--- src/brg_pkg.sv ---
// Function
// - All timing derives from the peripheral clock.
// - Timer counts down, stepped by divider or prescaler.
// - Run bit starts and stops the timer.
// - Underflow reloads eight-bit value, emits one pulse.
// - Enabled normal divider mode halts timer, ignores run.
// - Prescaler divides by two to the exponent.
// - Fractional divider scales rate by step over 256.
package brg_pkg;
  localparam int unsigned BRG_RELOAD_W = 8;
  localparam int unsigned BRG_PRE_W = 3;
  localparam int unsigned BRG_STEP_W = 8;
  localparam int unsigned BRG_PRESCALE_CNT_W = 8;
  localparam logic [BRG_RELOAD_W-1:0] BRG_COUNT_RST = 8'h00;
  localparam logic [BRG_STEP_W-1:0] BRG_ACC_RST = 8'h00;

  // ---------------------------------------------------------------
  // Configuration carriers
  // ---------------------------------------------------------------
  typedef struct packed {
    logic frac_div_enable;
    logic frac_div_mode_select;
    logic [BRG_STEP_W-1:0] frac_step_value;
  } brg_frac_div_control_s;

  typedef struct packed {
    logic run;
    logic [BRG_PRE_W-1:0] prescale_exponent;
  } brg_baud_control_s;
endpackage

--- src/brg_baud_rate_generator.sv ---
`timescale 1ns/1ps
module brg_baud_rate_generator
(
  input wire logic clk,
  input wire logic rst_n,
  input brg_pkg::brg_baud_control_s baud_control,
  input brg_pkg::brg_frac_div_control_s frac_div_control,
  input wire logic [brg_pkg::BRG_RELOAD_W-1:0] baud_reload_value,
  output logic baud_pulse_r,
  output logic frac_div_clock_r,
  output logic timer_running_r,
  output logic [brg_pkg::BRG_RELOAD_W-1:0] count_r
);
  import brg_pkg::*;

  // ---------------------------------------------------------------
  // Elaboration checks
  // ---------------------------------------------------------------
  // The step/256 scaling and the eight-bit reload are fixed by the rate
  // tables of the serial channel, so other widths are refused here.
  if (BRG_STEP_W != 8)
  begin : g_step_width_check
    $error("Fractional step must be eight bits wide.");
  end

  if (BRG_RELOAD_W != 8)
  begin : g_reload_width_check
    $error("Reload value must be eight bits wide.");
  end

  // The prescaler counter must hold every mask bit the exponent can ask for.
  if (BRG_PRESCALE_CNT_W < (1 << BRG_PRE_W) - 1)
  begin : g_prescale_width_check
    $error("Prescaler counter is too narrow for the largest exponent.");
  end

  // ---------------------------------------------------------------
  // Timer state
  // ---------------------------------------------------------------
  typedef enum logic [1:0]
  {
    BRG_STOPPED = 2'b00,
    BRG_COUNTING = 2'b01,
    BRG_HALTED = 2'b10
  } brg_timer_e;

  // ---------------------------------------------------------------
  // Decoding helpers
  // ---------------------------------------------------------------
  function automatic logic brg_normal_mode(input brg_frac_div_control_s fdc);
    return fdc.frac_div_enable && fdc.frac_div_mode_select;
  endfunction

  function automatic logic brg_frac_mode(input brg_frac_div_control_s fdc);
    return fdc.frac_div_enable && !fdc.frac_div_mode_select;
  endfunction

  // ---------------------------------------------------------------
  // Prescaler
  // ---------------------------------------------------------------
  logic [BRG_PRESCALE_CNT_W-1:0] pre_cnt_r;
  wire logic [BRG_PRESCALE_CNT_W-1:0] pre_cnt_nxt;
  wire logic [BRG_PRESCALE_CNT_W-1:0] pre_mask;
  wire logic pre_tick;

  // Every mask bit below the exponent is set, so the tick fires when those
  // low counter bits are all ones: once every 2**exponent clocks.
  for (genvar i = 0; i < BRG_PRESCALE_CNT_W; i++)
  begin : g_pre_mask
    assign pre_mask[i] = (i < int'(baud_control.prescale_exponent));
  end

  assign pre_cnt_nxt = pre_cnt_r + 1'b1;
  assign pre_tick = ((pre_cnt_r & pre_mask) == pre_mask);

  // The counter free-runs, so a change of exponent takes effect at once
  // at the cost of one irregular first period.
  always_ff @(posedge clk or negedge rst_n)
  begin
    if (!rst_n)
      pre_cnt_r <= '0;
    else
      pre_cnt_r <= pre_cnt_nxt;
  end

  // ---------------------------------------------------------------
  // Fractional divider
  // ---------------------------------------------------------------
  // Accumulating the step on each prescaler tick and taking the carry
  // gives step/256 ticks on average. Normal mode carries on each
  // overflow of an accumulator reloaded from the step value.
  logic [BRG_STEP_W-1:0] acc_r;
  wire logic [BRG_STEP_W-1:0] acc_nxt;
  wire logic [BRG_STEP_W:0] acc_sum;
  wire logic acc_load;
  wire logic fd_carry;
  wire logic fd_tick;
  wire logic fd_en;
  wire logic fd_norm;
  wire logic fd_frac;

  assign fd_en = frac_div_control.frac_div_enable;
  assign fd_norm = brg_normal_mode(frac_div_control);
  assign fd_frac = brg_frac_mode(frac_div_control);
  assign acc_sum = {1'b0, acc_r} + {1'b0, frac_div_control.frac_step_value};
  assign fd_carry = acc_sum[BRG_STEP_W];
  assign acc_load = fd_en && pre_tick;
  assign fd_tick = acc_load && fd_carry;
  assign acc_nxt = (fd_norm && fd_carry) ? frac_div_control.frac_step_value
                                         : acc_sum[BRG_STEP_W-1:0];

  always_ff @(posedge clk or negedge rst_n)
  begin
    if (!rst_n)
      acc_r <= BRG_ACC_RST;
    else if (acc_load)
      acc_r <= acc_nxt;
  end

  // ---------------------------------------------------------------
  // Baud timer
  // ---------------------------------------------------------------
  brg_timer_e timer_state;
  wire logic run_ok;
  wire logic step_src;
  wire logic step_en;
  wire logic underflow;
  wire logic [BRG_RELOAD_W-1:0] count_nxt;

  // Normal divider mode overrides the run bit entirely.
  always_comb
  begin
    timer_state = BRG_STOPPED;
    case ({fd_norm, baud_control.run})
      2'b01: timer_state = BRG_COUNTING;
      2'b10: timer_state = BRG_HALTED;
      2'b11: timer_state = BRG_HALTED;
      default: timer_state = BRG_STOPPED;
    endcase
  end

  assign run_ok = (timer_state == BRG_COUNTING);
  assign step_src = fd_frac ? fd_tick : pre_tick;
  assign step_en = run_ok && step_src;
  assign underflow = step_en && (count_r == '0);
  assign count_nxt = underflow ? baud_reload_value : count_r - 1'b1;

  // The count only moves on a step, so a stopped timer keeps its value
  // and resumes from it when run is set again.
  always_ff @(posedge clk or negedge rst_n)
  begin
    if (!rst_n)
      count_r <= BRG_COUNT_RST;
    else if (step_en)
      count_r <= count_nxt;
  end

  // ---------------------------------------------------------------
  // Output registers
  // ---------------------------------------------------------------
  // Every output is registered, so each pulse appears one clock after the
  // step that caused it.
  always_ff @(posedge clk or negedge rst_n)
  begin
    if (!rst_n)
      baud_pulse_r <= 1'b0;
    else
      baud_pulse_r <= underflow;
  end

  always_ff @(posedge clk or negedge rst_n)
  begin
    if (!rst_n)
      timer_running_r <= 1'b0;
    else
      timer_running_r <= run_ok;
  end

  always_ff @(posedge clk or negedge rst_n)
  begin
    if (!rst_n)
      frac_div_clock_r <= 1'b0;
    else
      frac_div_clock_r <= fd_tick;
  end
endmodule

--- config.mk ---
export PLATFORM = sky130hd
export DESIGN_NAME = brg_baud_rate_generator
export DESIGN_NICKNAME = d
export VERILOG_FILES = /design/src/brg_pkg.sv /design/src/brg_baud_rate_generator.sv
export SDC_FILE = /design/constraint.sdc
export NUM_CORES = 1
export LEC_CHECK = 0
export BUFFER_PORTS_ARGS = -buffer_cell sky130_fd_sc_hd__buf_2
export CORE_UTILIZATION = 29
export CTS_BUF_LIST = sky130_fd_sc_hd__clkbuf_16
export CTS_CLUSTER_DIAMETER = 150
export DETAILED_ROUTE_END_ITERATION = 10
export PLACE_DENSITY = 0.55
export SLEW_MARGIN = 25
export SYNTH_ARGS = -nofsm -noshare
export SYNTH_HDL_FRONTEND = slang
export SYNTH_SLANG_ARGS = --single-unit
--- constraint.sdc ---
create_clock -name clk -period 3.2 [get_ports clk]
set_clock_uncertainty 0.05 [all_clocks]
set_input_delay 0.32 -clock clk [delete_from_list [all_inputs] [get_ports clk]]
set_output_delay 0.32 -clock clk [all_outputs]
set_load 0.005 [all_outputs]
# --- Yosys cells after proc, flatten, opt, wreduce, memory -nomap -nowiden ---
# Index checks and enable logic that the tools add are counted.
# W data, S select, Z words.
op_classes:
  add_sub_neg: 3
  n_reduce_logical: 10
  n_lt_le_gt_ge: 7
  muxes: 4
  eq_ne: 5
  bitwise_logic: 1
op_table:
  columns: ["cell", "count"]
  rows:
  - ["$mux W8", 2]
  - ["$add A8 B8 Y9", 1]
  - ["$lt A3 B3 Y1 const A", 3]
  - ["$add A8 B1 Y8 const B", 1]
  - ["$and A8 B7 Y8", 1]
  - ["$eq A8 B7 Y1", 1]
  - ["$logic_not A8 Y1", 1]
  - ["$sub A8 B1 Y8 const B", 1]
  - ["$logic_and A1 B1 Y1", 7]
  - ["$lt A1 B3 Y1 const A", 2]
  - ["$lt A2 B3 Y1 const A", 2]
  - ["$eq A2 B1 Y1 const B", 2]
  - ["$eq A2 B2 Y1 const B", 2]
  - ["$pmux W2 S2", 1]
  - ["$reduce_or A2 Y1", 1]
  - ["$logic_not A1 Y1", 1]
  - ["$mux W1", 1]
word_totals:
  reg_bits: 27
  output_inout_bits: 11
  input_bits: 24

# --- Depth between registers and ports, before layout ---
# Gate-level depths: netlist of the first run.
depth:
  ltp_word: 9
  ltp_mapped: 9
  depth_no_buf: 8

# --- Worst setup path after synthesis of the first run ---
# Ideal clock, no wire load.
synth_timing:
  path_kind: "register -> register"
  from: "reg acc_r[0]"
  to: "reg count_r[2] (netlist bit)"
  path_stages_with_launch: 10
  slack_ns: 0.732
  arrival_time_ns: 2.293
  synth_period_minus_slack_ns: 2.468
  cell_sequence: "dfrtp_1 ha_1 fa_1 a211oi_1 o211ai_2 a31oi_1 and4b_1 buf_6 nand2_4 mux2_4"
synth_via:
  elab_chain_cells: 6
synth_lines:
  columns: ["item", "line_no", "text"]
  rows:
  - ["start, declared", "brg_baud_rate_generator.sv:92", "logic [BRG_STEP_W-1:0] acc_r;"]
  - ["start signal, assigned", "brg_baud_rate_generator.sv:117", "acc_r <= acc_nxt;"]
  - ["$add A8 B8 Y9 *", "brg_baud_rate_generator.sv:105", "assign acc_sum = {1'b0, acc_r} + {1'b0, frac_div_control.frac_step_value};"]
  - ["$logic_and A1 B1 Y1 *", "brg_baud_rate_generator.sv:108", "assign fd_tick = acc_load && fd_carry;"]
  - ["$mux W1 *", "brg_baud_rate_generator.sv:143", "assign step_src = fd_frac ? fd_tick : pre_tick;"]
  - ["$logic_and A1 B1 Y1 *", "brg_baud_rate_generator.sv:144", "assign step_en = run_ok && step_src;"]
  - ["$logic_and A1 B1 Y1", "brg_baud_rate_generator.sv:145", "assign underflow = step_en && (count_r == '0);"]
  - ["$mux W8", "brg_baud_rate_generator.sv:146", "assign count_nxt = underflow ? baud_reload_value : count_r - 1'b1;"]
  - ["end signal, assigned", "brg_baud_rate_generator.sv:155", "count_r <= count_nxt;"]
  - ["end, declared", "brg_baud_rate_generator.sv:12", "output logic [brg_pkg::BRG_RELOAD_W-1:0] count_r"]
# Mark *: on every way between the ends. The rest lies on a longest branch, timed or not.
# A chain may end at the register's enable or synchronous reset.

# --- Final worst setup path of the first run ---
layout_timing:
  from: "reg acc_r[0]"
  to: "reg count_r[6] (netlist bit)"
# Same word-level chain as after synthesis.

==> results.md, run 1 <==
- The run finished with clean final reports.
- In the final routed layout, each cell accounts on average for 12.05 um.
- The half-perimeter wire length of the detailed placement result is 2462 um.
- The maximum clock frequency is 362.0 MHz.
- Gates resized during post-CTS repair numbered 0.
- The global placer's final weighted congestion is 0.7819.
- The number of iterations in the first detailed-routing pass is 4.
- The static leakage is 0.9424 nW.
- The number of antenna violations at the first check in global routing is 0.
- Dividing the detail-routed via count by the number of cells gives 4.755.
- The number of design rule violations left after detail routing is 0.
- Of the post-synthesis cell area, the dominant cell type holds 40.78%.
- After clock tree synthesis, the clock-pin slew on the worst setup and hold paths is 70 ps.
- The synthesized design contains 26 register bits.
- The number of buffers and inverters on the critical path is 0.
- The largest buffer count on any clock path is 2.
- The residual antenna-violating net count after detailed routing is 0.
- The required time at the worst-slack endpoint is 3300 ps.
- The average footprint of a synthesized cell is 9.440 um^2.
- The most area-hungry cell type in the Yosys netlist is sky130_fd_sc_hd__dfrtp_1.
- The final hold slack is about 7.1 ps.
- Setup repair after global routing left no endpoint under its margin.
- The floorplan row count is 26.
- Power spread over the standard cell area amounts to 813.6 nW/um^2.
- Synthesis produced a netlist with a net count of roughly 200.
- The maximum fanout count along the critical path is 11.
- The area of all sequential standard cells is 650.6 um^2.
- The number of instances in the synthesized netlist is between 150 and 200.
- Counting the fill cells in the layout gives approximately 550.
- The total of warnings raised by yosys is 0.
- The number of pins with negative max-slew slack in the final report is 0.
- CTS built an H-tree with a depth of 1.
- The via count of the first global-routing pass is ~1200.
- Setup violations remaining at the end of the flow were counted as 0.
- The cell area after synthesis is between 1500 and 2000 um^2.
- The share of synthesized registers carrying an async set or reset is 100.0%.
- The horizontal die dimension is 76.17 um.
- The vertical die dimension is 76.17 um.
- The area added between synthesis and finish is 21.33%.
- Clock tree synthesis selected as its root buffer the cell sky130_fd_sc_hd__clkbuf_16.
- The kind of cell with the highest combined delay along the critical path is compound AO/OA/AOI/OAI gates.
- The startpoint identified for the worst register-to-register timing path is acc_r[0]$_DFFE_PN0P_.
- The initial standard-cell utilization of the core is about 30%.
- Walking the worst path, the cells encountered are ha_1 -> fa_1 -> a211oi_1 -> o211ai_2 -> a31oi_1 -> and4b_1 -> nand3b_1 -> mux2_2.
- The worst setup path is launched from a register.
- The worst-case IR drop observed on VDD is 0.0003268 V.
- The routed layout has around 1300 vias.
- The region available for standard cell placement spans 5205 um^2.
- Across every metal layer, demand over resource in global routing totals 12.52%.
- The number of antenna diodes in the final layout is 0.
- The later-pin clock latency in the skew report is around 260 ps.
- The number of DRC markers after the initial detailed-route iteration is 52.
- Leaving out fill and tap cells, the most frequent cell in the layout is sky130_fd_sc_hd__buf_2.
- After routing, the total negative slack on setup checks comes to 0 ps.
- The number of cells on the critical path is 8.
- The number of clock sinks seen by CTS is 26.
- The post-CTS setup-driven buffer insertion count is 0.
- Global routing finished with a remaining overflow of 0.
- After clock tree synthesis, the flow added hold-fix buffers numbering 0.
- The transition time of the tightest slew-check pin is 590.4 ps.
- For this run, the slowest stage of the critical path takes 420 ps.
- In this run, placement finished with an instance count of 270.
- The max-slew headroom at the worst pin is 60.64%.
- The final cell count without fillers is 274.
- The global-route wire length before repair is about 6000 um.
- The worst setup path is captured at a register.
- During I/O placement, the number of pins put on the boundary was 35.
- Entering global routing, the biggest net connects 27 pins.
- The number of buffers added on ports is 34.
- The number of clock buffers added by TritonCTS is 3.
- The multi-input gate area in the final layout is 884.6 um^2.
- By startpoint and endpoint, the worst setup path is classified as register to register.
- Data arrives at the worst endpoint at 2860 ps.
- The time the final worst path needs with I/O delays and setup is 2762 ps.
- The hold violation total from the final report was 0.
- The count of maximum capacitance violations is 0.
- The total number of nets in the final design is 240.
- The total routed wirelength is 3302 um.
- The library cells used most frequently in the layout, excluding fill and tap cells, are 34 x sky130_fd_sc_hd__buf_2, 26 x sky130_fd_sc_hd__dfrtp_1, 16 x sky130_fd_sc_hd__o21ai_0.
- The share of layout cells above drive strength 1 is 23.53%.
- In the synthesized netlist the dominant register cell turns out to be sky130_fd_sc_hd__dfrtp_1.
- The path category of the worst min-delay check is input pin to asynchronous set/reset pin.
- In the finished design, the share of the clock period the worst path needs comes to 86.32%.
- The number of enable flip-flop cells after synthesis is 0.
- The endpoint of the worst register-to-register path is count_r[6]$_DFFE_PN0P_.
- For the worst flop-to-flop path, the logic depth is 8.
- The slack of the worst reg-to-reg path is approximately 440 ps.
- On the critical path, the stage with the largest delay is an instance of sky130_fd_sc_hd__fa_1.
- The sequential share of the synthesized area is about two fifths.
- Counting distinct cell types in the post-synthesis netlist gives 42.
- Yosys attributes the largest share of cell area to sky130_fd_sc_hd__dfrtp_1 41%, sky130_fd_sc_hd__ha_1 7.8%, sky130_fd_sc_hd__o21ai_0 5.0%.
- The clock tree from TritonCTS is yes.
- The area enclosed by the die boundary is 5802 um^2.
worst max path at each step:
stage	to	startpoint	slack [ps]
finish	count_r[6]$_DFFE_PN0P_	acc_r[0]$_DFFE_PN0P_	440
global route	count_r[6]$_DFFE_PN0P_	acc_r[0]$_DFFE_PN0P_	270
CTS	count_r[6]$_DFFE_PN0P_	acc_r[0]$_DFFE_PN0P_	430
detailed placement	count_r[6]$_DFFE_PN0P_	frac_div_control[0]	390
global placement	count_r[6]$_DFFE_PN0P_	frac_div_control[0]	400
floorplan	count_r[2]$_DFFE_PN0P_	acc_r[0]$_DFFE_PN0P_	730
Yosys cell counts (all sizes together), types with 2 or more instances:
cell and number:
a21o 3, a21oi 14, a31oi 2, and3 2
buf 2, dfrtp 26, ha 10, inv 10
mux2 4, mux2i 3, nand2 17, nand3 6
nor2 16, nor3 3, o2111ai 2, o211ai 5
o21ai 16, xnor2 8, xor2 3
power breakdown:
| part | internal [W] | total, W | switching [W] |
|---|---|---|---|
| clock network | 0.000249 | 0.000367 | 0.000118 |
| registers | 0.000426 | 0.000515 | 0.0000894 |
| logic | 0.000330 | 0.000693 | 0.000363 |
| total | 0.00100 | 0.00157 | 0.000570 |
registers in the layout, summed over array words and instances (netlist names):
register,cells
acc_r,8
count_r,8
baud_pulse_r,1
pre_cnt_r,7
timer_running_r,1
frac_div_clock_r,1
layout make-up:
| cell class | instances | area share (%) |
|---|---|---|
| multi-input combinational | 130 | 45.70 |
| sequential | 26 | 33.61 |
| timing repair buffer | 34 | 8.791 |
| tap | 70 | 4.525 |
| clock buffer | 3 | 3.878 |
| inverter | 10 | 1.939 |
| clock inverter | 1 | 1.551 |
worst register-to-register path: stages, from the launching register on:
cell	delay, ps
sky130_fd_sc_hd__dfrtp_1	380
sky130_fd_sc_hd__ha_1	210
sky130_fd_sc_hd__fa_1	420
sky130_fd_sc_hd__a211oi_1	380
sky130_fd_sc_hd__o211ai_2	160
sky130_fd_sc_hd__a31oi_1	200
sky130_fd_sc_hd__and4b_1	360
sky130_fd_sc_hd__nand3b_1	160
sky130_fd_sc_hd__mux2_2	330
layer usage:
metal	up-vias	part of all wire, %	global-route usage (%)
li1	680	-	-
met1	594	53	18.70
met2	27	42	19.00
met3	2	4.2	2.036
met4	0	0.30	2.308
met5	-	0	0
cell families after synthesis:
logic type	Yosys count	share of synthesized area, %
flip-flops	26	40.78
multiplexers	7	4.941
buffers and inverters	13	3.765
AND/OR/NAND/NOR	52	16.47
adder cells (fa/ha/maj)	11	9.098
AO/OA/AOI/OAI	49	18.90
XOR/XNOR	11	6.040
through the flow:
stage          cell area [um^2]  util, %  worst slack [ps]  power (W)
3_3_place_gp               1831    35.17             404.7   0.001209
3_5_place_dp               1831    35.17             387.8   0.001216
2_1_floorplan              1595        -             731.6   0.001042
6_report                   1936    37.19             437.8   0.001575
5_1_grt                    1936    37.19             265.8   0.001728
4_1_cts                    1936    37.19             426.4   0.001595
Note: power is estimated with default switching activity, not from simulation.
==> run 2, diff against run 1 <==
Settings changed: ABC_AREA set to 1, CORE_UTILIZATION 29 to 55, PLACE_DENSITY 0.55 to 0.79.
==> results.md, run 2 <==
- The number of antenna violations at the first check in global routing is 0.
- The time the final worst path needs with I/O delays and setup is 2300 ps.
- The total area inside the core boundary comes to 3028 um^2.
- The endpoint type of the worst setup path is a register.
- 35 I/O pins were placed.
- The count of buffers added on input and output ports is 34.
- The share of synthesized registers carrying an async set or reset is 100.0%.
- Each instance of the synthesized netlist takes up on average 7.649 um^2.
- The count of maximum capacitance violations is 0.
- The leftover overflow at the end of global routing is 0.
- In this run, post-CTS hold repair placed 0 buffers.
- The count of fill cells added during filler insertion is 277.
- STA puts the critical path data required time at 3290 ps.
- The static leakage is 1.145 nW.
- The first detailed-routing pass ran for 4 iterations.
- The most frequent standard cell in the layout excluding fill and tap cells is sky130_fd_sc_hd__nand2_1.
- The via count of the first global-routing pass is 1431.
- The sequential cells in the finished layout cover a total of 650.6 um^2.
- For this run, the number of standard cells in the final layout without fillers is 309.
- The number of antenna diodes in the final layout is 0.
- The overall fraction of global-route tracks in use is 23.29%.
- TritonCTS created 3 clock buffers.
- The run finished with clean final reports.
- The arrival time at the worst endpoint is 2390 ps.
- Of the post-synthesis cell area, the dominant cell type holds 37.14%.
- The floorplan step set the die width to between 50 and 60 um.
- The number of nets produced by synthesis is 264.
- Counting every sink on the clock net gives 26.
- From synthesis to final layout, the design area changed by 16.43%.
- The total of cells resized after clock tree synthesis is 0.
- The power per standard cell area is 693.0 nW/um^2.
- CTS placed an instance of sky130_fd_sc_hd__clkbuf_16 at the clock tree root.
- Entering global routing, the biggest net connects 27 pins.
- The cell count after synthesis came out at roughly 230.
- Setup slack on the worst reg-to-reg path comes out at 900 ps.
- The wire length per cell is 11.21 um.
- The total number of nets in the final design is roughly 300.
- The peak supply drop is ~0.00035 V.
- The startpoint class of the critical path is a register.
- The post-CTS setup-driven buffer insertion count is 0.
- Of the synthesized area, sequential elements account for 37.14%.
- The mapped netlist covers 1752 um^2.
- The first global-routing pass estimated 6099 um of wire.
- The area enclosed by the die boundary is roughly 3400 um^2.
- The post-placement cell count is 305.
- Ranked by total cell area, the synthesized netlist is headed by sky130_fd_sc_hd__dfrtp_1 37%, sky130_fd_sc_hd__nand2_1 12%, sky130_fd_sc_hd__ha_1 7.1%.
- The post-route netlist has 20.00% of its cells at a drive strength greater than 1.
- In the layout the commonest cells are 54 x sky130_fd_sc_hd__nand2_1, 34 x sky130_fd_sc_hd__buf_2, 30 x sky130_fd_sc_hd__inv_1.
- Using the TritonRoute via totals, the vias-per-cell ratio works out to 4.958.
- The hold violation total from the final report is 0.
- The number of pins with negative max-slew slack in the final report is 0.
- The leading register cell type out of synthesis is sky130_fd_sc_hd__dfrtp_1.
- The clock input transition at the sequential cells of the worst setup and hold paths is around 60 ps.
- Setup violations remaining at the end of the flow were counted as 0.
- The number of H-tree levels is 1.
- From bottom edge to top edge, the die measures 58.44 um.
- The initial standard-cell utilization of the core is between 50% and 60%.
- At the end of routability-driven placement, the weighted congestion stood at 0.8592.
- The longest clock path from root to sink contains 2 buffers.
- The worst setup path is of the register to register kind.
- In the final layout, the multi-input gates occupy 968.4 um^2.
- Across all layers, the routed design uses 1532 vias.
- For this run, the top clock speed supported by timing is between 400 and 500 MHz.
- The synthesized netlist contains 26 unique library cells.
- The number of design rule violations left after detail routing is 0.
- Setup repair after global routing left no endpoint under its margin.
- The max-slew headroom at the worst pin is 61.37%.
- At the pin with the least slew margin, the transition time is 579.5 ps.
- The register bit count reported by yosys is 26.
- The worst path uses between 70% and 80% of the clock period.
- The number of DRC markers after the initial detailed-route iteration is 63.
- Of all cell types, the one taking the most synthesized area is sky130_fd_sc_hd__dfrtp_1.
- The residual antenna-violating net count after detailed routing is 0.
- The later-pin clock latency in the skew report is roughly 260 ps.
- Along the worst path, the maximum fanout reaches 11.
- Once detailed placement completed, the half-perimeter wirelength came to around 2600 um.
- In the final timing run, aggregate negative setup slack is 0 ps.
- In the final layout, the registers with the most flip-flops are acc_r x8, count_r x8, pre_cnt_r x7.
- The clock tree from TritonCTS is yes.
- The path category of the worst min-delay check is input pin to asynchronous set/reset pin.
- The design draws 0.001413 W.
- In the post-synthesis netlist, the cell with the most instances is sky130_fd_sc_hd__nand2_1.
- During synthesis, Yosys emitted a total of 0 warnings.
- The commonest cells after synthesis are 54 x sky130_fd_sc_hd__nand2_1, 30 x sky130_fd_sc_hd__inv_1, 26 x sky130_fd_sc_hd__dfrtp_1, 26 x sky130_fd_sc_hd__nor2_1.
- The number of enable flip-flop cells after synthesis is 0.
- The total routed wirelength is 3463 um.
- The floorplan row count is 20.
run 2: power by group:
part	total [W]	internal [W]	leakage, nW	switching (W)
Clock	0.000276	0.000167	0.0385	0.000109
Combinational	0.000643	0.000278	0.792	0.000365
Sequential	0.000495	0.000416	0.315	0.0000786
Total	0.00141	0.000861	1.15	0.000553
run 2: logic make-up after synthesis:
family	after synthesis	share of synthesized area [%]
compound gates	32	11.36
flops	26	37.14
buf+inv	33	7.571
xor+xnor	15	7.500
fa+ha+maj	11	8.286
simple gates	112	28.14
run 2: path summary, 6_finish.rpt:
kind                                   startpoint                        end  cells past startpoint
min in group clk                  baud_control[3]  timer_running_r$_DFF_PN0_                      3
max                          acc_r[0]$_DFFE_PN0P_       acc_r[4]$_DFFE_PN0P_                     10
min                                         rst_n  timer_running_r$_DFF_PN0_                      1
min reg2reg                pre_cnt_r[6]$_DFF_PN0_     pre_cnt_r[6]$_DFF_PN0_                      1
max reg2reg                  acc_r[0]$_DFFE_PN0P_       acc_r[4]$_DFFE_PN0P_                     10
max in group asynchronous                   rst_n       acc_r[2]$_DFFE_PN0P_                      1
run 2: critical path: stages, from the launching register on:
cell and delay, ps:
sky130_fd_sc_hd__dfrtp_1 380, sky130_fd_sc_hd__ha_1 220, sky130_fd_sc_hd__fa_1 400, sky130_fd_sc_hd__nand3_1 110, sky130_fd_sc_hd__nand3_2 90, sky130_fd_sc_hd__nand2_1 70
sky130_fd_sc_hd__nand2_1 60, sky130_fd_sc_hd__nand3_1 290, sky130_fd_sc_hd__inv_1 190, sky130_fd_sc_hd__o21ai_0 210, sky130_fd_sc_hd__o21ai_0 90
run 2: routing by layer:
| metal | up-vias | share of wire, % | track usage [%] |
|---|---|---|---|
| met3 | 4 | 2.9 | 2.637 |
| met2 | 23 | 46 | 39.74 |
| met1 | 706 | 50 | 31.25 |
| met5 | - | 0 | 0 |
| li1 | 799 | - | - |
| met4 | 0 | 0.90 | 7.143 |
run 2: layout make-up:
type	instances	share of cell area, %
Clock buffer	3	3.681
Clock inverter	1	0.1840
Inverter	31	5.706
Multi-Input combinational cell	170	47.48
Sequential cell	26	31.90
Tap cell	44	2.699
Timing Repair Buffer	34	8.344
run 2: through the flow:
stage          setup WS, ps  hold WS (ps)  utilization [%]  area [um^2]
2_1_floorplan          1241        -25.59                -         1752
3_5_place_dp          872.0         300.0            64.75         1961
4_1_cts               938.2         23.11            67.36         2039
3_3_place_gp          930.5         297.7            64.75         1961
6_report              899.7         5.455            67.36         2039
5_1_grt               691.1         59.52            67.36         2039
